File: config.mk
export PLATFORM = sky130hd
export DESIGN_NAME = fsl_lockout
export DESIGN_NICKNAME = d
export VERILOG_FILES = /design/src/hdl/fsl_pkg.sv /design/src/hdl/fsl_lockout.sv
export SDC_FILE = /design/constraint.sdc
export NUM_CORES = 1
export LEC_CHECK = 0
export BUFFER_PORTS_ARGS = -buffer_cell sky130_fd_sc_hd__buf_2
export CAP_MARGIN = 0
export CORE_MARGIN = 10
export CORE_UTILIZATION = 47
export DETAILED_ROUTE_END_ITERATION = 10
export PLACE_DENSITY = 0.86
export SLEW_MARGIN = 20
export SYNTH_ARGS = -nofsm -noshare
export SYNTH_HDL_FRONTEND = slang
export SYNTH_SLANG_ARGS = --single-unit
File: constraint.sdc
create_clock -name ref_clk -period 1.9 [get_ports ref_clk]
set_clock_uncertainty 0.1 [all_clocks]
set_input_delay 0.095 -clock ref_clk [delete_from_list [all_inputs] [get_ports ref_clk]]
set_output_delay 0.095 -clock ref_clk [all_outputs]
set_load 0.02 [all_outputs]
File: src/hdl/fsl_pkg.sv
package fsl_pkg;
  // ----------------------------------------------------------------
  // Security word and location
  // ----------------------------------------------------------------
  localparam int unsigned FSL_ADDR_W = 16;
  localparam int unsigned FSL_DATA_W = 16;
  localparam logic [15:0] FSL_SEC_ADDR = 16'h1FF7;
  localparam logic [15:0] FSL_SEC_WORD = 16'hE70A;
  localparam logic [15:0] FSL_UNSEC_WORD = 16'h0000;
  // ----------------------------------------------------------------
  // TAP
  // ----------------------------------------------------------------
  localparam int unsigned FSL_IR_W = 4;
  localparam logic [3:0] FSL_IR_IDCODE = 4'h2;
  localparam logic [3:0] FSL_IR_RECOVER = 4'h8;
  localparam logic [3:0] FSL_IR_DEBUG = 4'h7;
  localparam logic [3:0] FSL_IR_BYPASS = 4'hF;
  localparam int unsigned FSL_DIV_W = 7;
  localparam int unsigned FSL_TMS_RESET_CNT = 5;
  // Arbitrary neutral identification value
  localparam logic [31:0] FSL_IDCODE_VAL = 32'h1234_5001;
  typedef enum logic [1:0] {FSL_OP_NONE, FSL_OP_PROG, FSL_OP_ERASE} fsl_op_e;
endpackage

File: src/hdl/fsl_lockout.sv
`timescale 1ns/1ps
module fsl_lockout (
  input wire logic ref_clk,
  input wire logic resetn,
  input wire logic tck,
  input wire logic tms,
  input wire logic tdi,
  output logic tdo,
  output logic tdo_oe,
  input wire logic [fsl_pkg::FSL_DATA_W-1:0] sec_loc_rdata,
  input wire logic fl_prog_req,
  input wire logic [fsl_pkg::FSL_ADDR_W-1:0] fl_prog_addr,
  input wire logic [fsl_pkg::FSL_DATA_W-1:0] fl_prog_wdata,
  input wire logic [fsl_pkg::FSL_DATA_W-1:0] fl_prog_old,
  output logic fl_wr,
  output logic [fsl_pkg::FSL_ADDR_W-1:0] fl_wr_addr,
  output logic [fsl_pkg::FSL_DATA_W-1:0] fl_wr_data,
  output logic fl_mass_erase,
  output logic [fsl_pkg::FSL_DIV_W-1:0] fl_erase_div,
  input wire logic fl_erase_done,
  output logic prot_clear,
  output logic secured,
  output logic debug_en,
  output logic debug_sel,
  input wire logic debug_tdo,
  output logic recover_busy
);
  import fsl_pkg::*;

  typedef enum logic [3:0] {
    TS_RESET, TS_IDLE, TS_SEL_DR, TS_CAP_DR, TS_SH_DR, TS_EX1_DR, TS_PA_DR, TS_EX2_DR,
    TS_UP_DR, TS_SEL_IR, TS_CAP_IR, TS_SH_IR, TS_EX1_IR, TS_PA_IR, TS_EX2_IR, TS_UP_IR
  } fsl_tap_e;

  typedef struct packed {
    logic latched;
    logic secured;
    fsl_tap_e tap;
    logic [FSL_IR_W-1:0] ir_sh;
    logic [FSL_IR_W-1:0] ir;
    logic [31:0] dr_sh;
    logic [FSL_DIV_W-1:0] div;
    logic div_upd;
    logic erasing;
    logic erase_req;
    logic prot_clr;
    logic wr;
    logic [FSL_ADDR_W-1:0] wr_addr;
    logic [FSL_DATA_W-1:0] wr_data;
    logic tdo;
    logic tdo_oe;
    logic tck_d;
    logic [2:0] tms_hi;
  } fsl_state_s;

  fsl_state_s st_reg;
  fsl_state_s st_next;
  logic tck_rise;
  logic tck_fall;

  // ----------------------------------------------------------------
  // TAP next state
  // ----------------------------------------------------------------
  function automatic fsl_tap_e fsl_tap_step(input fsl_tap_e s, input logic m);
    unique case (s)
      TS_RESET: fsl_tap_step = m ? TS_RESET : TS_IDLE;
      TS_IDLE: fsl_tap_step = m ? TS_SEL_DR : TS_IDLE;
      TS_SEL_DR: fsl_tap_step = m ? TS_SEL_IR : TS_CAP_DR;
      TS_CAP_DR: fsl_tap_step = m ? TS_EX1_DR : TS_SH_DR;
      TS_SH_DR: fsl_tap_step = m ? TS_EX1_DR : TS_SH_DR;
      TS_EX1_DR: fsl_tap_step = m ? TS_UP_DR : TS_PA_DR;
      TS_PA_DR: fsl_tap_step = m ? TS_EX2_DR : TS_PA_DR;
      TS_EX2_DR: fsl_tap_step = m ? TS_UP_DR : TS_SH_DR;
      TS_UP_DR: fsl_tap_step = m ? TS_SEL_DR : TS_IDLE;
      TS_SEL_IR: fsl_tap_step = m ? TS_RESET : TS_CAP_IR;
      TS_CAP_IR: fsl_tap_step = m ? TS_EX1_IR : TS_SH_IR;
      TS_SH_IR: fsl_tap_step = m ? TS_EX1_IR : TS_SH_IR;
      TS_EX1_IR: fsl_tap_step = m ? TS_UP_IR : TS_PA_IR;
      TS_PA_IR: fsl_tap_step = m ? TS_EX2_IR : TS_PA_IR;
      TS_EX2_IR: fsl_tap_step = m ? TS_UP_IR : TS_SH_IR;
      TS_UP_IR: fsl_tap_step = m ? TS_SEL_DR : TS_IDLE;
    endcase
  endfunction

  // TCK is sampled as an ordinary input on the system clock
  assign tck_rise = tck & ~st_reg.tck_d;
  assign tck_fall = ~tck & st_reg.tck_d;

  always_comb begin
    st_next = st_reg;
    st_next.tck_d = tck;
    st_next.erase_req = 1'b0;
    st_next.prot_clr = 1'b0;
    st_next.wr = 1'b0;
    // ----------------------------------------------------------------
    // Secured flag, sampled once after reset release
    // ----------------------------------------------------------------
    if (!st_reg.latched) begin
      st_next.latched = 1'b1;
      st_next.secured = (sec_loc_rdata == FSL_SEC_WORD);
    end
    // ----------------------------------------------------------------
    // TAP, clocked by TCK edges
    // ----------------------------------------------------------------
    if (tck_rise) begin
      // Five TMS-high rises always reach reset from any state
      st_next.tap = fsl_tap_step(st_reg.tap, tms);
      // Run of TMS-high rises, saturating at the reset count
      if (!tms) begin
        st_next.tms_hi = 3'h0;
      end else if (st_reg.tms_hi != 3'(FSL_TMS_RESET_CNT)) begin
        st_next.tms_hi = st_reg.tms_hi + 3'h1;
      end
      unique case (st_reg.tap)
        TS_CAP_IR: st_next.ir_sh = 4'h1;
        TS_SH_IR: st_next.ir_sh = {tdi, st_reg.ir_sh[FSL_IR_W-1:1]};
        TS_CAP_DR: begin
          st_next.dr_sh = (st_reg.ir == FSL_IR_IDCODE) ? FSL_IDCODE_VAL : 32'h0000_0000;
        end
        TS_SH_DR: begin
          if (st_reg.ir == FSL_IR_RECOVER) begin
            st_next.dr_sh = {25'h0000000, tdi, st_reg.dr_sh[FSL_DIV_W-1:1]};
          end else if (st_reg.ir == FSL_IR_IDCODE) begin
            st_next.dr_sh = {tdi, st_reg.dr_sh[31:1]};
          end else begin
            st_next.dr_sh = {31'h00000000, tdi};
          end
        end
        default: begin
        end
      endcase
      if (st_reg.tap == TS_UP_IR) begin
        st_next.ir = st_reg.ir_sh;
        st_next.div_upd = 1'b0;
      end
      if (st_reg.tap == TS_UP_DR && st_reg.ir == FSL_IR_RECOVER) begin
        st_next.div = st_reg.dr_sh[FSL_DIV_W-1:0];
        st_next.div_upd = 1'b1;
      end
      // Erase starts only on entry to idle from Update-DR
      if (st_reg.tap == TS_UP_DR && !tms && st_reg.ir == FSL_IR_RECOVER
          && st_next.div_upd && !st_reg.erasing) begin
        st_next.erasing = 1'b1;
        st_next.erase_req = 1'b1;
        st_next.div = st_reg.dr_sh[FSL_DIV_W-1:0];
      end
      if (st_next.tap == TS_RESET) begin
        st_next.ir = FSL_IR_IDCODE;
        st_next.div_upd = 1'b0;
      end
    end
    if (tck_fall) begin
      st_next.tdo_oe = (st_reg.tap == TS_SH_DR) || (st_reg.tap == TS_SH_IR);
      if (st_reg.tap == TS_SH_IR) begin
        st_next.tdo = st_reg.ir_sh[0];
      end else if (st_reg.ir == FSL_IR_DEBUG) begin
        st_next.tdo = debug_tdo & ~st_reg.secured;
      end else begin
        st_next.tdo = st_reg.dr_sh[0];
      end
    end
    // ----------------------------------------------------------------
    // Erase completion; secured flag stays until next reset
    // ----------------------------------------------------------------
    if (st_reg.erasing && fl_erase_done) begin
      st_next.erasing = 1'b0;
      st_next.prot_clr = 1'b1;
    end
    // ----------------------------------------------------------------
    // Program path: bits may only fall
    // ----------------------------------------------------------------
    if (fl_prog_req && !st_reg.erasing) begin
      st_next.wr = 1'b1;
      st_next.wr_addr = fl_prog_addr;
      st_next.wr_data = fl_prog_old & fl_prog_wdata;
    end
  end

  always_ff @(posedge ref_clk or negedge resetn) begin
    if (!resetn) begin
      st_reg <= '{latched: 1'b0, secured: 1'b1, tap: TS_RESET, ir_sh: 4'h0,
                  ir: FSL_IR_IDCODE, dr_sh: 32'h0000_0000, div: 7'h00, div_upd: 1'b0,
                  erasing: 1'b0, erase_req: 1'b0, prot_clr: 1'b0, wr: 1'b0,
                  wr_addr: 16'h0000, wr_data: 16'h0000, tdo: 1'b0, tdo_oe: 1'b0,
                  tck_d: 1'b0, tms_hi: 3'h0};
    end else begin
      st_reg <= st_next;
    end
  end

  assign tdo = st_reg.tdo;
  assign tdo_oe = st_reg.tdo_oe;
  assign fl_wr = st_reg.wr;
  assign fl_wr_addr = st_reg.wr_addr;
  assign fl_wr_data = st_reg.wr_data;
  assign fl_mass_erase = st_reg.erase_req;
  assign fl_erase_div = st_reg.div;
  assign prot_clear = st_reg.prot_clr;
  assign secured = st_reg.secured;
  assign recover_busy = st_reg.erasing;
  // Debug port held off until the flag is known
  assign debug_en = st_reg.latched & ~st_reg.secured;
  assign debug_sel = debug_en && (st_reg.ir == FSL_IR_DEBUG);

  // ----------------------------------------------------------------
  // Checks
  // ----------------------------------------------------------------
  chk_debug_gate: assert property (@(posedge ref_clk) disable iff (!resetn)
    secured |-> !debug_en && !debug_sel) else $error("debug open while secured");
  chk_secure_hold: assert property (@(posedge ref_clk) disable iff (!resetn)
    st_reg.latched && $past(st_reg.latched) |-> $stable(secured))
    else $error("secured flag moved");
  chk_erase_entry: assert property (@(posedge ref_clk) disable iff (!resetn)
    fl_mass_erase |-> st_reg.tap == TS_IDLE && $past(st_reg.tap) == TS_UP_DR)
    else $error("erase not on idle entry");
  chk_prog_clear: assert property (@(posedge ref_clk) disable iff (!resetn)
    fl_prog_req && !st_reg.erasing |=> fl_wr && (fl_wr_data & ~$past(fl_prog_old)) == 16'h0000)
    else $error("program raised a bit");
  chk_prot_clear: assert property (@(posedge ref_clk) disable iff (!resetn)
    prot_clear |-> $past(recover_busy) && !recover_busy) else $error("bad clear");
  chk_tms_reset: assert property (@(posedge ref_clk) disable iff (!resetn)
    st_reg.tms_hi == 3'(FSL_TMS_RESET_CNT) |-> st_reg.tap == TS_RESET)
    else $error("tap not reset after tms high run");
  chk_sec_latch: assert property (@(posedge ref_clk) disable iff (!resetn)
    !st_reg.latched |=> secured == ($past(sec_loc_rdata) == FSL_SEC_WORD))
    else $error("flag not from word");
endmodule

### Word level (Yosys, flattened, before mapping)

Index checks and enable logic that the tools add are counted.

* bits in registers: 93
* latch bits: 0
* RAM bits: 0
* bits in read-only memories: 0
* input port bits: 72
* output and inout port bits: 48
* word-level logic and storage cells: 104
* memories kept: 0

* add/subtract/negate cells: 0
* multipliers: 0
* divide/modulo/power cells: 0
* order comparisons: 0
* equal/unequal tests: 20
* shifts and indexed selects: 0
* muxes and demuxes: 33
* bitwise gates (word level): 8
* reductions and logical operators: 26

Operators by type and width (count)
* two-way mux 32 bit: 2
* case mux 32 bit (2 select lines): 1
* case mux 4 bit (12 select lines): 1
* equality test 4 bit, second input constant: 9
* two-way mux 33 bit: 1
* two-way mux 29 bit: 1
* two-way mux 4 bit: 7
* equality test 4 x 3 -> 1 bit, second input constant: 5
* AND 16 bit: 1
* equality test 16 bit, second input constant: 1
* two-way mux 8 bit: 2
* equality test 4 x 2 -> 1 bit, second input constant: 3
* two-way mux 2 bit: 5
* AND reduction 2 bit: 5
* nonzero test 2 bit: 5
* two-way mux 1 bit: 9
* logical AND 1 bit: 8
* zero test 4 bit: 2
* case mux 4 bit (2 select lines): 1
* two-way mux 7 bit: 1
* two-way mux 3 bit: 2
* AND 1 bit: 4
* equality test 4 x 1 -> 1 bit, second input constant: 1
* OR reduction 2 bit: 2
* other kinds (5): 8

### Logic depth before layout (Yosys ltp)

Gate-level depths: netlist of run 1.

* depth in word-level cells: 9
* depth in mapped cells: 6
* depth with buffers taken out: 4

### Worst setup path before layout of run 1

No wires, ideal clock.

* path kind: register to register
* from: reg st_reg[83] (netlist name)
* to: reg st_reg[66] (netlist name)
* library setup time: 76 ps
* arrival time: 1563 ps
* required time: 1724 ps
* slack: 161 ps
* stages on the path, launching flop included: 7
* buffers on the path: 2
* clock period less this slack: 1739 ps
* path through: dfstp_2 -> or4b_1 -> buf_4 -> nor2_8 -> buf_6 -> nand2_1 -> o21ai_1

* word-level cells in the longest chain between the ends: 4
* elaborated cells between the ends (all ways): 5
* those cells by class: 2 x eq/ne; 3 x mux

RTL lines
* from (decl): line fsl_lockout.sv:56 `fsl_state_s st_reg;`
* from (signal assigned): line fsl_lockout.sv:181 `st_reg <= '{latched: 1'b0, secured: 1'b1, tap: TS_RESET, ir_sh: 4'h0,`
* from (signal assigned): line fsl_lockout.sv:187 `st_reg <= st_next;`
* equality test 4 x 2 -> 1 bit: line fsl_lockout.sv:123 `end else if (st_reg.ir == FSL_IR_IDCODE) begin`
* two-way mux 32 bit: line fsl_lockout.sv:123
* two-way mux 32 bit (*): line fsl_lockout.sv:121 `if (st_reg.ir == FSL_IR_RECOVER) begin`
* case mux 32 bit (2 select lines) (*): line fsl_lockout.sv:114 `unique case (st_reg.tap)`

Every way passes the cells marked *; elsewhere a longest branch is shown, timed or not.
A chain may end at the register's enable or synchronous reset.

### Worst setup path in the final report of run 1

* from: reg st_reg[91] (netlist name)
* to: reg st_reg[52] (netlist name)

* word-level cells in the longest chain between the ends: 3
* elaborated cells between the ends (all ways): 5
* those cells by class: 2 x eq/ne; 1 x mux; 2 x reduce/logical

RTL lines (line)
* equality test 4 x 3 -> 1 bit / equality test 4 x 2 -> 1 bit (equally long branches): fsl_lockout.sv:114
* nonzero test 2 bit (no source line)
* AND reduction 2 bit (no source line)

Several ways; a longest one is shown, not always the timed one.

==> flow_results.xml, run 1 <==
<?xml version="1.0" encoding="UTF-8"?>
<metrics>
  <group name="timing">
    <metric name="setup_viol" unit="">0</metric>
    <metric name="period_needed" unit="ns">1.80</metric>
    <metric name="final.setup.tns" unit="ns">0</metric>
    <metric name="fmax" unit="GHz">0.555</metric>
    <metric name="number_of_failing_hold_endpoints_at_the_final_stage" unit="">0</metric>
    <metric name="fin_ws" unit="ns">0.0987</metric>
    <metric name="hold-worst-slack" unit="ns">0.0874</metric>
    <metric name="final_worst_path_cycle_share" unit="%">94.8</metric>
    <metric name="finalMaxSlewViolations" unit="">0</metric>
    <metric name="worstMarginPinSlew" unit="ns">0.522</metric>
    <metric name="relSlewSlack" unit="%">65.2</metric>
  </group>
  <group name="cts">
    <metric name="cts.sinks" unit="">92</metric>
    <metric name="htree_levels" unit="">3</metric>
    <metric name="clk_root_buffer_cell" unit="">sky130_fd_sc_hd__clkbuf_8</metric>
    <metric name="clkTransAtPathRegs" unit="ns">0.09</metric>
    <metric name="tritoncts" unit="">done</metric>
    <metric name="number_of_buffers_on_the_longest_clock_path" unit="">2</metric>
    <metric name="clock_latency_late_sink" unit="ns">0.35</metric>
    <metric name="cts_made_buffers" unit="">9</metric>
  </group>
  <group name="logic_synthesis">
    <metric name="synth_top_area_cell" unit="">sky130_fd_sc_hd__dfrtp_1</metric>
    <metric name="syn-mean-instance-area" unit="µm²">10.3</metric>
    <metric name="mappedNetlistNets" unit="">491</metric>
    <metric name="synth.lib_cells_used.distinct" unit="">48</metric>
    <metric name="synth_enable_flop_cells" unit="">0</metric>
    <metric name="synth.area.mux_share" unit="%">8.66</metric>
    <metric name="synth_compound_area_share" unit="%">11.6</metric>
    <metric name="synth_xor_area_share" unit="%">0.610</metric>
    <metric name="ys.flop_type" unit="">sky130_fd_sc_hd__dfrtp_1</metric>
    <metric name="synth-seq-area-share" unit="%">53.5</metric>
    <metric name="synth-simple-area-share" unit="%">15.2</metric>
    <metric name="synth_area_leaders" unit="">sky130_fd_sc_hd__dfrtp_1 (52%), sky130_fd_sc_hd__nand2_1 (7.9%), sky130_fd_sc_hd__buf_4 (7.0%)</metric>
    <metric name="synth_top_family_by_area" unit="">simple AND/OR/NAND/NOR gates</metric>
    <metric name="postSynthRegisterBits" unit="">92</metric>
    <metric name="combined_area_of_all_synthesized_cells" unit="µm²">4300</metric>
    <metric name="synth_top_cells_by_count" unit="">sky130_fd_sc_hd__nand2_1 (91), sky130_fd_sc_hd__dfrtp_1 (90), sky130_fd_sc_hd__buf_4 (40)</metric>
    <metric name="yosysMostFrequentCell" unit="">sky130_fd_sc_hd__nand2_1</metric>
    <metric name="yosys_warnings" unit="">0</metric>
    <metric name="async_flop_share" unit="%">100</metric>
    <metric name="synth_top_cell_area_share" unit="%">52.3</metric>
    <metric name="post_synth_inst_count" unit="">419</metric>
    <metric name="post_synth_fa_ha_maj_area_fraction" unit="%">0</metric>
  </group>
  <group name="worst_setup_path">
    <metric name="max_stage_delay" unit="ns">0.67</metric>
    <metric name="start_kind" unit="">flop</metric>
    <metric name="timing.setup.critical_path_class" unit="">reg2reg</metric>
    <metric name="crit_path_cell_trace" unit="">or4b_4 -&gt; nor3_2 -&gt; a22o_1</metric>
    <metric name="setup.worst_path.end_class" unit="">flop</metric>
    <metric name="critPathSlowestCell" unit="">sky130_fd_sc_hd__or4b_4</metric>
    <metric name="worst-endpoint-required" unit="ns">2.09</metric>
    <metric name="crit_path_max_fanout" unit="">8</metric>
    <metric name="cp_data_arrival_time" unit="ns">1.99</metric>
  </group>
  <group name="power_and_ir_drop">
    <metric name="switching_power" unit="mW">1.90</metric>
    <metric name="power.sequential.fraction" unit="%">45.1</metric>
    <metric name="p_per_area" unit="nW/µm²">966</metric>
    <metric name="p_comb_share" unit="%">32.3</metric>
    <metric name="ir_worst_vdd" unit="mV">0.766</metric>
    <metric name="p_leak" unit="nW">2.72</metric>
    <metric name="p_clk_share" unit="%">22.6</metric>
    <metric name="p_sw_share" unit="%">34.8</metric>
    <metric name="power_report.internal_total" unit="mW">3.56</metric>
  </group>
  <group name="global_route">
    <metric name="antenna_found_initial" unit="">2</metric>
    <metric name="grt_pass1_wl" unit="mm">17.5</metric>
    <metric name="global_route.overflow_total" unit="">0</metric>
    <metric name="track_usage" unit="%">16.1</metric>
    <metric name="first_global_vias" unit="">3571</metric>
    <metric name="grt_start_max_net_pins" unit="">50</metric>
  </group>
  <group name="final_layout">
    <metric name="seqCellArea" unit="µm²">2300</metric>
    <metric name="multi_input_combinational_cell_area" unit="µm²">1580</metric>
    <metric name="syn2layout_area_growth" unit="%">31.3</metric>
    <metric name="number_of_flip_flops_under_the_largest_register_name" unit="">46</metric>
    <metric name="instances_no_fill" unit="">685</metric>
    <metric name="fraction_of_layout_instances_using_a_drive_strength_above_1" unit="%">33.4</metric>
    <metric name="final.fill_count" unit="">636</metric>
    <metric name="final_nets" unit="">642</metric>
    <metric name="finish.instance_area" unit="µm²">5650</metric>
  </group>
  <group name="min_path">
    <metric name="holdCritPathClass" unit="">in2reg</metric>
  </group>
  <group name="place">
    <metric name="postPlaceCellArea" unit="µm²">4820</metric>
    <metric name="placed_cells_incl_taps" unit="">605</metric>
    <metric name="count_of_buffers_inserted_at_the_top_level_ports" unit="">119</metric>
    <metric name="detailedPlace.worstSlack" unit="ns">0.0745</metric>
    <metric name="gp_congestion" unit="">0.868</metric>
    <metric name="detailedPlacementHpwl" unit="mm">7.43</metric>
  </group>
  <group name="route">
    <metric name="drt.antenna.violating_nets" unit="">0</metric>
    <metric name="drt_first_pass_iters" unit="">4</metric>
    <metric name="first_iter_violations" unit="">259</metric>
    <metric name="vias" unit="">3548</metric>
    <metric name="avgRoutedWirePerCell" unit="µm">16.5</metric>
    <metric name="number_of_design_rule_violations_left_after_detail_routing" unit="">0</metric>
    <metric name="routed_wirelength" unit="mm">11.3</metric>
    <metric name="avgViaCountPerCell" unit="">5.18</metric>
  </group>
  <group name="floorplanning">
    <metric name="initial_utilization" unit="%">48.9</metric>
    <metric name="dieHeight" unit="µm">116</metric>
    <metric name="num_rows" unit="">34</metric>
    <metric name="dieWidth" unit="µm">116</metric>
    <metric name="io_pins" unit="">120</metric>
    <metric name="core_area" unit="µm²">8810</metric>
    <metric name="fp.dieArea" unit="µm²">13400</metric>
  </group>
  <group name="outcome">
    <metric name="status" unit="">finished clean</metric>
  </group>
  <group name="run">
    <metric name="drv.max_cap_violation_count" unit="">0</metric>
  </group>
</metrics>
[per-stage QoR]
stage / total power, mW / util [%]
floorplan: 3.61 / -
CTS: 5.43 / 63.7
detailed placement: 4.09 / 54.7
global route: 5.78 / 64.2
global placement: 4.00 / 54.7
finish: 5.46 / 64.2
[path summary, 6_finish.rpt]
path	slack (ns)	depth (start not counted)	endpoint	startpoint
min in group asynchronous	0.16	2	fl_wr_data[8]	resetn
min	0.09	3	st_reg[93]	tms
max	0.1	3	st_reg[52]	st_reg[91]
max in group asynchronous	0.86	3	fl_wr_addr[12]	resetn
max reg2reg	0.1	3	st_reg[52]	st_reg[91]
min reg2reg	0.39	2	st_reg[68]	st_reg[68]
[power groups by stage]
stage	Combinational, mW	Sequential [mW]	Clock (mW)
after floorplan	1.14	2.47	0
after global placement	1.54	2.47	0
after detailed placement	1.60	2.49	0
after CTS	1.70	2.45	1.28
after global routing	1.93	2.50	1.35
final	1.76	2.46	1.23
[area by class of cell]
cell class,instances,area share [%]
timing repair buffer,200,24.6
tap,108,2.39
clock inverter,4,0.598
inverter,12,0.797
antenna,2,0.0886
clock buffer,12,2.75
multi-input combinational,255,28.0
sequential,92,40.8
[cells in the final DEF (no fill, tap or decap), drive strengths merged, types with 8 or more instances in the layout]
| cell | synthesis | layout |
|---|---|---|
| clkbuf | 11 | 12 |
| nor2 | 7 | 8 |
| o31ai | 8 | 8 |
| dlygate4sd3 | 0 | 60 |
| a21oi | 13 | 13 |
| dfrtp | 90 | 90 |
| mux2 | 26 | 26 |
| buf | 50 | 140 |
| nand2 | 91 | 91 |
| mux2i | 8 | 8 |
| inv | 12 | 13 |
| o21ai | 38 | 38 |
[kinds of logic (layout without fill, tap and decap cells)]
group	Yosys count	after routing
other	1	3
AO/OA/AOI/OAI	82	82
XOR/XNOR	3	3
buffers and inverters	73	228
AND/OR/NAND/NOR	134	135
multiplexers	34	34
flip-flops	92	92
[critical path, delay by kind of cell (launching register included)]
family	cells	cell delay [ns]
AOI/OAI and AO/OA	1	0.19
DFF	1	0.46
and+or+nand+nor	2	1.00
[timing repair]
item / CTS / global route
setup endpoints to repair: 1 / 12
pin swaps: 0 / 2
gates cloned: 0 / 1
hold buffers: 60 / 0
buffers inserted: 1 / 1
resized for setup: 1 / 4
endpoints found under the hold margin: 75 / 0
[layer usage]
layer | wire [µm] | part of all wire [%] | up-vias | track usage (%)
met4 | 331 | 2.9 | 0 | 6.34
met3 | 746 | 6.6 | 24 | 4.50
met1 | 4310 | 38 | 1702 | 17.8
li1 | - | - | 1691 | -
met2 | 5890 | 52 | 131 | 28.8
met5 | 0 | 0 | - | 0
No activity file was read; power rests on OpenSTA's default activity.
==> inputs of run 2 (changes only) <==
- CTS_BUF_LIST: default -> sky130_fd_sc_hd__clkbuf_16
==> run 2 against run 1 <==
First-iteration DRC count down 15%. Clock power up 31%. Register-to-register slack worse by 0.07 ns. Clock-buffer cell count down 3. Critical path type unchanged.
==> flow_results.xml, run 2 (synthesis gave the netlist of run 1 again) <==
<?xml version="1.0" encoding="UTF-8"?>
<metrics>
  <group name="final_layout">
    <metric name="final_nets" unit="">644</metric>
    <metric name="mostFrequentLayoutCell" unit="">sky130_fd_sc_hd__buf_2</metric>
    <metric name="finish.instance_area" unit="µm²">5750</metric>
    <metric name="number_of_flip_flops_under_the_largest_register_name" unit="">46</metric>
    <metric name="syn2layout_area_growth" unit="%">33.6</metric>
    <metric name="layout_common_cells" unit="">sky130_fd_sc_hd__buf_2 (117), sky130_fd_sc_hd__nand2_1 (91), sky130_fd_sc_hd__dfrtp_1 (90)</metric>
    <metric name="fraction_of_layout_instances_using_a_drive_strength_above_1" unit="%">33.3</metric>
  </group>
  <group name="floorplanning">
    <metric name="dieHeight" unit="µm">116</metric>
    <metric name="initial_utilization" unit="%">48.9</metric>
    <metric name="dieWidth" unit="µm">116</metric>
    <metric name="num_rows" unit="">34</metric>
    <metric name="core_area" unit="µm²">8810</metric>
    <metric name="io_pins" unit="">120</metric>
    <metric name="fp.dieArea" unit="µm²">13400</metric>
  </group>
  <group name="cts">
    <metric name="number_of_buffers_on_the_longest_clock_path" unit="">2</metric>
    <metric name="clk_root_buffer_cell" unit="">sky130_fd_sc_hd__clkbuf_16</metric>
    <metric name="clock_latency_late_sink" unit="ns">0.33</metric>
    <metric name="cts_made_buffers" unit="">9</metric>
    <metric name="tritoncts" unit="">done</metric>
    <metric name="cts.sinks" unit="">92</metric>
    <metric name="htree_levels" unit="">3</metric>
    <metric name="clkTransAtPathRegs" unit="ns">0.06</metric>
  </group>
  <group name="power_and_ir_drop">
    <metric name="power_report.internal_total" unit="mW">3.89</metric>
    <metric name="p_clk_share" unit="%">27.5</metric>
    <metric name="switching_power" unit="mW">1.95</metric>
    <metric name="power.sequential.fraction" unit="%">42.2</metric>
    <metric name="p_comb_share" unit="%">30.3</metric>
    <metric name="ir_worst_vdd" unit="mV">0.784</metric>
    <metric name="p_sw_share" unit="%">33.4</metric>
    <metric name="p_per_area" unit="nW/µm²">1020</metric>
    <metric name="p_leak" unit="nW">2.77</metric>
  </group>
  <group name="worst_setup_path">
    <metric name="critPathTopFamily" unit="">simple AND/OR/NAND/NOR gates</metric>
    <metric name="cp.buffers_inverters" unit="">1</metric>
    <metric name="cp_data_arrival_time" unit="ns">1.99</metric>
    <metric name="crit_path_cell_trace" unit="">or4b_1 -&gt; buf_4 -&gt; o31ai_1</metric>
    <metric name="critPathSlowestCell" unit="">sky130_fd_sc_hd__or4b_1</metric>
    <metric name="worst-endpoint-required" unit="ns">2.03</metric>
    <metric name="max_stage_delay" unit="ns">0.63</metric>
    <metric name="setup.worst_path.end_class" unit="">flop</metric>
    <metric name="crit_path_max_fanout" unit="">7</metric>
    <metric name="timing.setup.critical_path_class" unit="">reg2reg</metric>
    <metric name="start_kind" unit="">flop</metric>
  </group>
  <group name="global_route">
    <metric name="first_global_vias" unit="">3624</metric>
    <metric name="grt_pass1_wl" unit="mm">17.9</metric>
    <metric name="met2_global_route_usage" unit="%">30.1</metric>
    <metric name="globalRouteMet1Util" unit="%">18.2</metric>
    <metric name="track_usage" unit="%">16.5</metric>
    <metric name="global_route.peak_usage_layer" unit="">met2</metric>
    <metric name="groute.layer.met3.usage" unit="%">4.91</metric>
    <metric name="antenna_found_initial" unit="">1</metric>
    <metric name="grt_start_max_net_pins" unit="">50</metric>
    <metric name="global_route.overflow_total" unit="">0</metric>
  </group>
  <group name="timing">
    <metric name="period_needed" unit="ns">1.87</metric>
    <metric name="number_of_failing_hold_endpoints_at_the_final_stage" unit="">0</metric>
    <metric name="hold-worst-slack" unit="ns">0.0729</metric>
    <metric name="final_worst_path_cycle_share" unit="%">98.3</metric>
    <metric name="fmax" unit="GHz">0.535</metric>
    <metric name="worstMarginPinSlew" unit="ns">0.521</metric>
    <metric name="relSlewSlack" unit="%">65.3</metric>
    <metric name="finalMaxSlewViolations" unit="">0</metric>
    <metric name="grt_setup_unrepaired" unit="">yes</metric>
    <metric name="setup_viol" unit="">0</metric>
  </group>
  <group name="place">
    <metric name="detailedPlacementHpwl" unit="mm">7.43</metric>
    <metric name="postPlaceCellArea" unit="µm²">4820</metric>
    <metric name="count_of_buffers_inserted_at_the_top_level_ports" unit="">119</metric>
    <metric name="gp_congestion" unit="">0.868</metric>
  </group>
  <group name="run">
    <metric name="drv.max_cap_violation_count" unit="">0</metric>
  </group>
  <group name="outcome">
    <metric name="status" unit="">finished clean</metric>
  </group>
  <group name="min_path">
    <metric name="holdCritPathClass" unit="">in2reg</metric>
  </group>
  <group name="route">
    <metric name="routed_wirelength" unit="mm">11.3</metric>
    <metric name="drt_first_pass_iters" unit="">4</metric>
    <metric name="first_iter_violations" unit="">219</metric>
    <metric name="number_of_design_rule_violations_left_after_detail_routing" unit="">0</metric>
    <metric name="avgRoutedWirePerCell" unit="µm">16.5</metric>
    <metric name="drt.antenna.violating_nets" unit="">0</metric>
    <metric name="vias" unit="">3518</metric>
    <metric name="avgViaCountPerCell" unit="">5.12</metric>
  </group>
</metrics>
## run 2: cell count changes in the layout (fill, tap and decap cells not counted), moves of 2 or more
cell	change
sky130_fd_sc_hd__clkbuf_8	-11
sky130_fd_sc_hd__clkinv_1	+2
sky130_fd_sc_hd__buf_4	+2
sky130_fd_sc_hd__clkbuf_16	+9
## run 2: worst paths after layout
kind                       slack [ns]        from  cells after the start              to
max                              0.03  st_reg[83]                      3      st_reg[71]
min                              0.07         tms                      2   fl_mass_erase
max reg2reg                      0.03  st_reg[83]                      3      st_reg[71]
min reg2reg                      0.38  st_reg[68]                      2      st_reg[68]
max in group asynchronous        0.84      resetn                      3  fl_wr_addr[10]
min in group asynchronous        0.18      resetn                      2   fl_wr_addr[6]
## run 2: per-layer routing
metal | share of wire (%) | routed length (µm)
met1 | 38 | 4280
met2 | 54 | 6150
met3 | 6.3 | 714
met4 | 1.6 | 186
met5 | 0 | 0
## run 2: worst register-to-register path, cell delays in order (launching register included)
cell                      delay, ns
sky130_fd_sc_hd__dfstp_2       0.54
sky130_fd_sc_hd__or4b_1        0.63
sky130_fd_sc_hd__buf_4         0.25
sky130_fd_sc_hd__o31ai_1       0.25
## run 2: through the flow
stage / setup slack, ns / power (mW) / utilization, % / std cells / TNS [ns]
floorplan: 0.161 / 3.61 / - / 419 / 0
global placement: 0.153 / 4.00 / 54.7 / 605 / 0
detailed placement: 0.0745 / 4.09 / 54.7 / 605 / 0
CTS: 0.0358 / 5.83 / 64.8 / 683 / 0
global route: -0.0785 / 6.17 / 65.3 / 686 / -0.845
finish: 0.0325 / 5.84 / 65.3 / 687 / 0
## run 2: layout make-up
class	count	area [µm²]
diodes	2	5.00
clock buffers	9	225
multi-input cells	255	1590
inverters	12	45.0
flip-flops and latches	92	2300
well taps	108	135
repair buffers	202	1400
fillers	632	3060
clock inverters	7	45.0
## run 2: power groups by stage
| stage | registers, mW | clock network, mW | logic (mW) |
|---|---|---|---|
| CTS | 2.46 | 1.65 | 1.72 |
| global route | 2.50 | 1.73 | 1.94 |
| global placement | 2.47 | 0 | 1.54 |
| floorplan | 2.47 | 0 | 1.14 |
| finish | 2.47 | 1.61 | 1.77 |
| detailed placement | 2.49 | 0 | 1.60 |
## run 2: what timing repair did
| item | CTS | global route |
|---|---|---|
| hold buffers | 60 | 0 |
| setup endpoints to repair | 1 | 12 |
| hold endpoints to repair | 74 | 0 |
| setup buffers | 2 | 1 |
| pin swaps | 0 | 2 |
| resized for setup | 2 | 3 |
| gates cloned | 0 | 1 |
==> inputs of run 3 (changes only) <==
- CORE_ASPECT_RATIO: default -> 0.8
==> run 3 against run 2 <==
Combinational power rose by 5%. Wire length is 2.9% higher. Highest routed layer unchanged. Die area rose by 0.18%. Critical endpoint is now st_reg[58]. Fmax is 1.4% lower. Sequential power is essentially flat. Clock power rose by 16%. Setup slack got worse by 0.026 ns. Design area is 2.1% higher. Clock-buffer cell count unchanged. Hold slack better by 0.030 ns. Global-route usage is 0.21 points higher.
==> flow_results.xml, run 3 (synthesis gave the netlist of run 1 again) <==
<?xml version="1.0" encoding="UTF-8"?>
<metrics>
  <group name="place">
    <metric name="detailedPlacementHpwl" unit="mm">7.46</metric>
    <metric name="count_of_buffers_inserted_at_the_top_level_ports" unit="">119</metric>
    <metric name="gp_congestion" unit="">0.830</metric>
  </group>
  <group name="global_route">
    <metric name="first_global_vias" unit="">3731</metric>
    <metric name="grt_start_max_net_pins" unit="">50</metric>
    <metric name="global_route.overflow_total" unit="">0</metric>
    <metric name="antenna_found_initial" unit="">1</metric>
    <metric name="grt_pass1_wl" unit="mm">18.5</metric>
    <metric name="track_usage" unit="%">16.7</metric>
  </group>
  <group name="power_and_ir_drop">
    <metric name="p_sw_share" unit="%">33.5</metric>
    <metric name="p_per_area" unit="nW/µm²">1060</metric>
    <metric name="ir_worst_vdd" unit="mV">0.667</metric>
    <metric name="total_power" unit="mW">6.21</metric>
    <metric name="p_comb_share" unit="%">30.0</metric>
    <metric name="power_report.internal_total" unit="mW">4.13</metric>
    <metric name="p_leak" unit="nW">2.83</metric>
    <metric name="switching_power" unit="mW">2.08</metric>
    <metric name="power.sequential.fraction" unit="%">40.1</metric>
    <metric name="p_clk_share" unit="%">29.9</metric>
  </group>
  <group name="timing">
    <metric name="number_of_failing_hold_endpoints_at_the_final_stage" unit="">0</metric>
    <metric name="worstMarginPinSlew" unit="ns">0.538</metric>
    <metric name="hold-worst-slack" unit="ns">0.103</metric>
    <metric name="period_needed" unit="ns">1.89</metric>
    <metric name="setup_viol" unit="">0</metric>
    <metric name="finalMaxSlewViolations" unit="">0</metric>
    <metric name="final_worst_path_cycle_share" unit="%">99.6</metric>
    <metric name="grt_setup_unrepaired" unit="">yes</metric>
    <metric name="relSlewSlack" unit="%">64.1</metric>
    <metric name="fmax" unit="GHz">0.528</metric>
  </group>
  <group name="cts">
    <metric name="clkTransAtPathRegs" unit="ns">0.07</metric>
    <metric name="clk_root_buffer_cell" unit="">sky130_fd_sc_hd__clkbuf_16</metric>
    <metric name="number_of_buffers_on_the_longest_clock_path" unit="">2</metric>
    <metric name="cts_made_buffers" unit="">9</metric>
    <metric name="htree_levels" unit="">3</metric>
    <metric name="cts.sinks" unit="">92</metric>
    <metric name="clock_latency_late_sink" unit="ns">0.34</metric>
    <metric name="tritoncts" unit="">done</metric>
  </group>
  <group name="min_path">
    <metric name="holdCritPathClass" unit="">in2reg</metric>
    <metric name="hold_path_depth" unit="">3</metric>
  </group>
  <group name="worst_setup_path">
    <metric name="rr_worst_depth" unit="">4</metric>
    <metric name="max_stage_delay" unit="ns">0.65</metric>
    <metric name="crit_path_cell_trace" unit="">or4b_1 -&gt; nor2_4 -&gt; nand2_1 -&gt; o21ai_0</metric>
    <metric name="timing.setup.critical_path_class" unit="">reg2reg</metric>
    <metric name="crit_path_max_fanout" unit="">9</metric>
    <metric name="setup.worst_path.end_class" unit="">flop</metric>
    <metric name="worst-endpoint-required" unit="ns">2.06</metric>
    <metric name="cp_data_arrival_time" unit="ns">2.06</metric>
    <metric name="start_kind" unit="">flop</metric>
    <metric name="critPathSlowestCell" unit="">sky130_fd_sc_hd__or4b_1</metric>
  </group>
  <group name="final_layout">
    <metric name="syn2layout_area_growth" unit="%">36.4</metric>
    <metric name="final_nets" unit="">648</metric>
    <metric name="mostFrequentLayoutCell" unit="">sky130_fd_sc_hd__buf_2</metric>
    <metric name="number_of_flip_flops_under_the_largest_register_name" unit="">46</metric>
    <metric name="fraction_of_layout_instances_using_a_drive_strength_above_1" unit="%">34.6</metric>
    <metric name="final.fill_count" unit="">636</metric>
    <metric name="post-route-util" unit="%">65.2</metric>
    <metric name="layout_common_cells" unit="">sky130_fd_sc_hd__buf_2 (117), sky130_fd_sc_hd__nand2_1 (91), sky130_fd_sc_hd__dfrtp_1 (89)</metric>
  </group>
  <group name="route">
    <metric name="drt.antenna.violating_nets" unit="">0</metric>
    <metric name="first_iter_violations" unit="">284</metric>
    <metric name="drt_first_pass_iters" unit="">5</metric>
    <metric name="vias" unit="">3571</metric>
    <metric name="avgViaCountPerCell" unit="">5.12</metric>
    <metric name="avgRoutedWirePerCell" unit="µm">16.7</metric>
    <metric name="routed_wirelength" unit="mm">11.7</metric>
    <metric name="number_of_design_rule_violations_left_after_detail_routing" unit="">0</metric>
  </group>
  <group name="floorplanning">
    <metric name="dieWidth" unit="µm">127</metric>
    <metric name="core_area" unit="µm²">9000</metric>
    <metric name="io_pins" unit="">120</metric>
    <metric name="fp.dieArea" unit="µm²">13400</metric>
    <metric name="num_rows" unit="">31</metric>
    <metric name="initial_utilization" unit="%">47.8</metric>
    <metric name="dieHeight" unit="µm">106</metric>
  </group>
  <group name="run">
    <metric name="drv.max_cap_violation_count" unit="">0</metric>
  </group>
  <group name="outcome">
    <metric name="status" unit="">finished clean</metric>
  </group>
</metrics>
-- run 3: cell count changes in the layout (fill, tap and decap cells not counted), sizes merged --
cell | before | now
inv | 14 | 15
bufinv | 0 | 1
buf | 142 | 146
diode | 2 | 1
clkinv | 4 | 2
-- run 3: routing by layer --
layer | share of wire (%) | up-vias | GRT usage [%] | wire length, µm
met5 | 0 | - | 0 | 0
met4 | 3.8 | 0 | 8.52 | 439
met3 | 6.4 | 34 | 5.06 | 741
met2 | 52 | 127 | 29.9 | 6050
met1 | 38 | 1702 | 17.4 | 4430
li1 | - | 1708 | - | -
-- run 3: cell type report --
class	count	area (µm²)	share of cell area (%)
clock buffers	9	225	3.84
well taps	115	144	2.45
flip-flops and latches	92	2310	39.3
multi-input cells	255	1600	27.2
inverters	12	45.0	0.767
clock inverters	7	91.3	1.56
repair buffers	206	1460	24.8
diodes	1	2.50	0.0426
-- run 3: worst paths after layout --
check                               from               to  slack (ns)
max in group asynchronous         resetn       st_reg[77]        0.98
setup reg to reg              st_reg[83]       st_reg[58]       0.007
min in group asynchronous         resetn  fl_erase_div[4]        0.18
hold / removal                       tms       st_reg[91]        0.10
hold reg to reg            fl_wr_data[2]    fl_wr_data[2]        0.38
setup / recovery              st_reg[83]       st_reg[58]       0.007
-- run 3: power by group through the flow --
stage	Combinational, mW	Clock [mW]	Sequential [mW]
3_3_place_gp	1.60	0	2.49
2_1_floorplan	1.14	0	2.47
4_1_cts	1.78	1.89	2.47
6_report	1.86	1.86	2.49
3_5_place_dp	1.67	0	2.51
5_1_grt	2.03	1.97	2.52
-- run 3: metrics by stage --
step / setup slack, ns / TNS [ns] / area [µm²] / cells
finish: 0.00695 / 0 / 5870 / 697
global route: -0.0621 / -0.449 / 5870 / 697
CTS: 0.00798 / 0 / 5810 / 693
detailed placement: 0.0286 / 0 / 4870 / 615
global placement: 0.133 / 0 / 4870 / 615
floorplan: 0.161 / 0 / 4300 / 419
-- run 3: what timing repair did --
| action | in CTS | in global routing |
|---|---|---|
| cloned | 0 | 1 |
| buffers inserted | 2 | 2 |
| hold buffers | 60 | 0 |
| endpoints found under the setup margin | 1 | 23 |
| endpoints found under the hold margin | 74 | 0 |
| pin swaps | 1 | 3 |
| resized for setup | 2 | 6 |
-- run 3: worst max-delay path, delay by kind of cell (launching register included) --
family,cells,cell delay [ns]
and+or+nand+nor,3,1.04
DFF,1,0.54
AOI/OAI and AO/OA,1,0.14
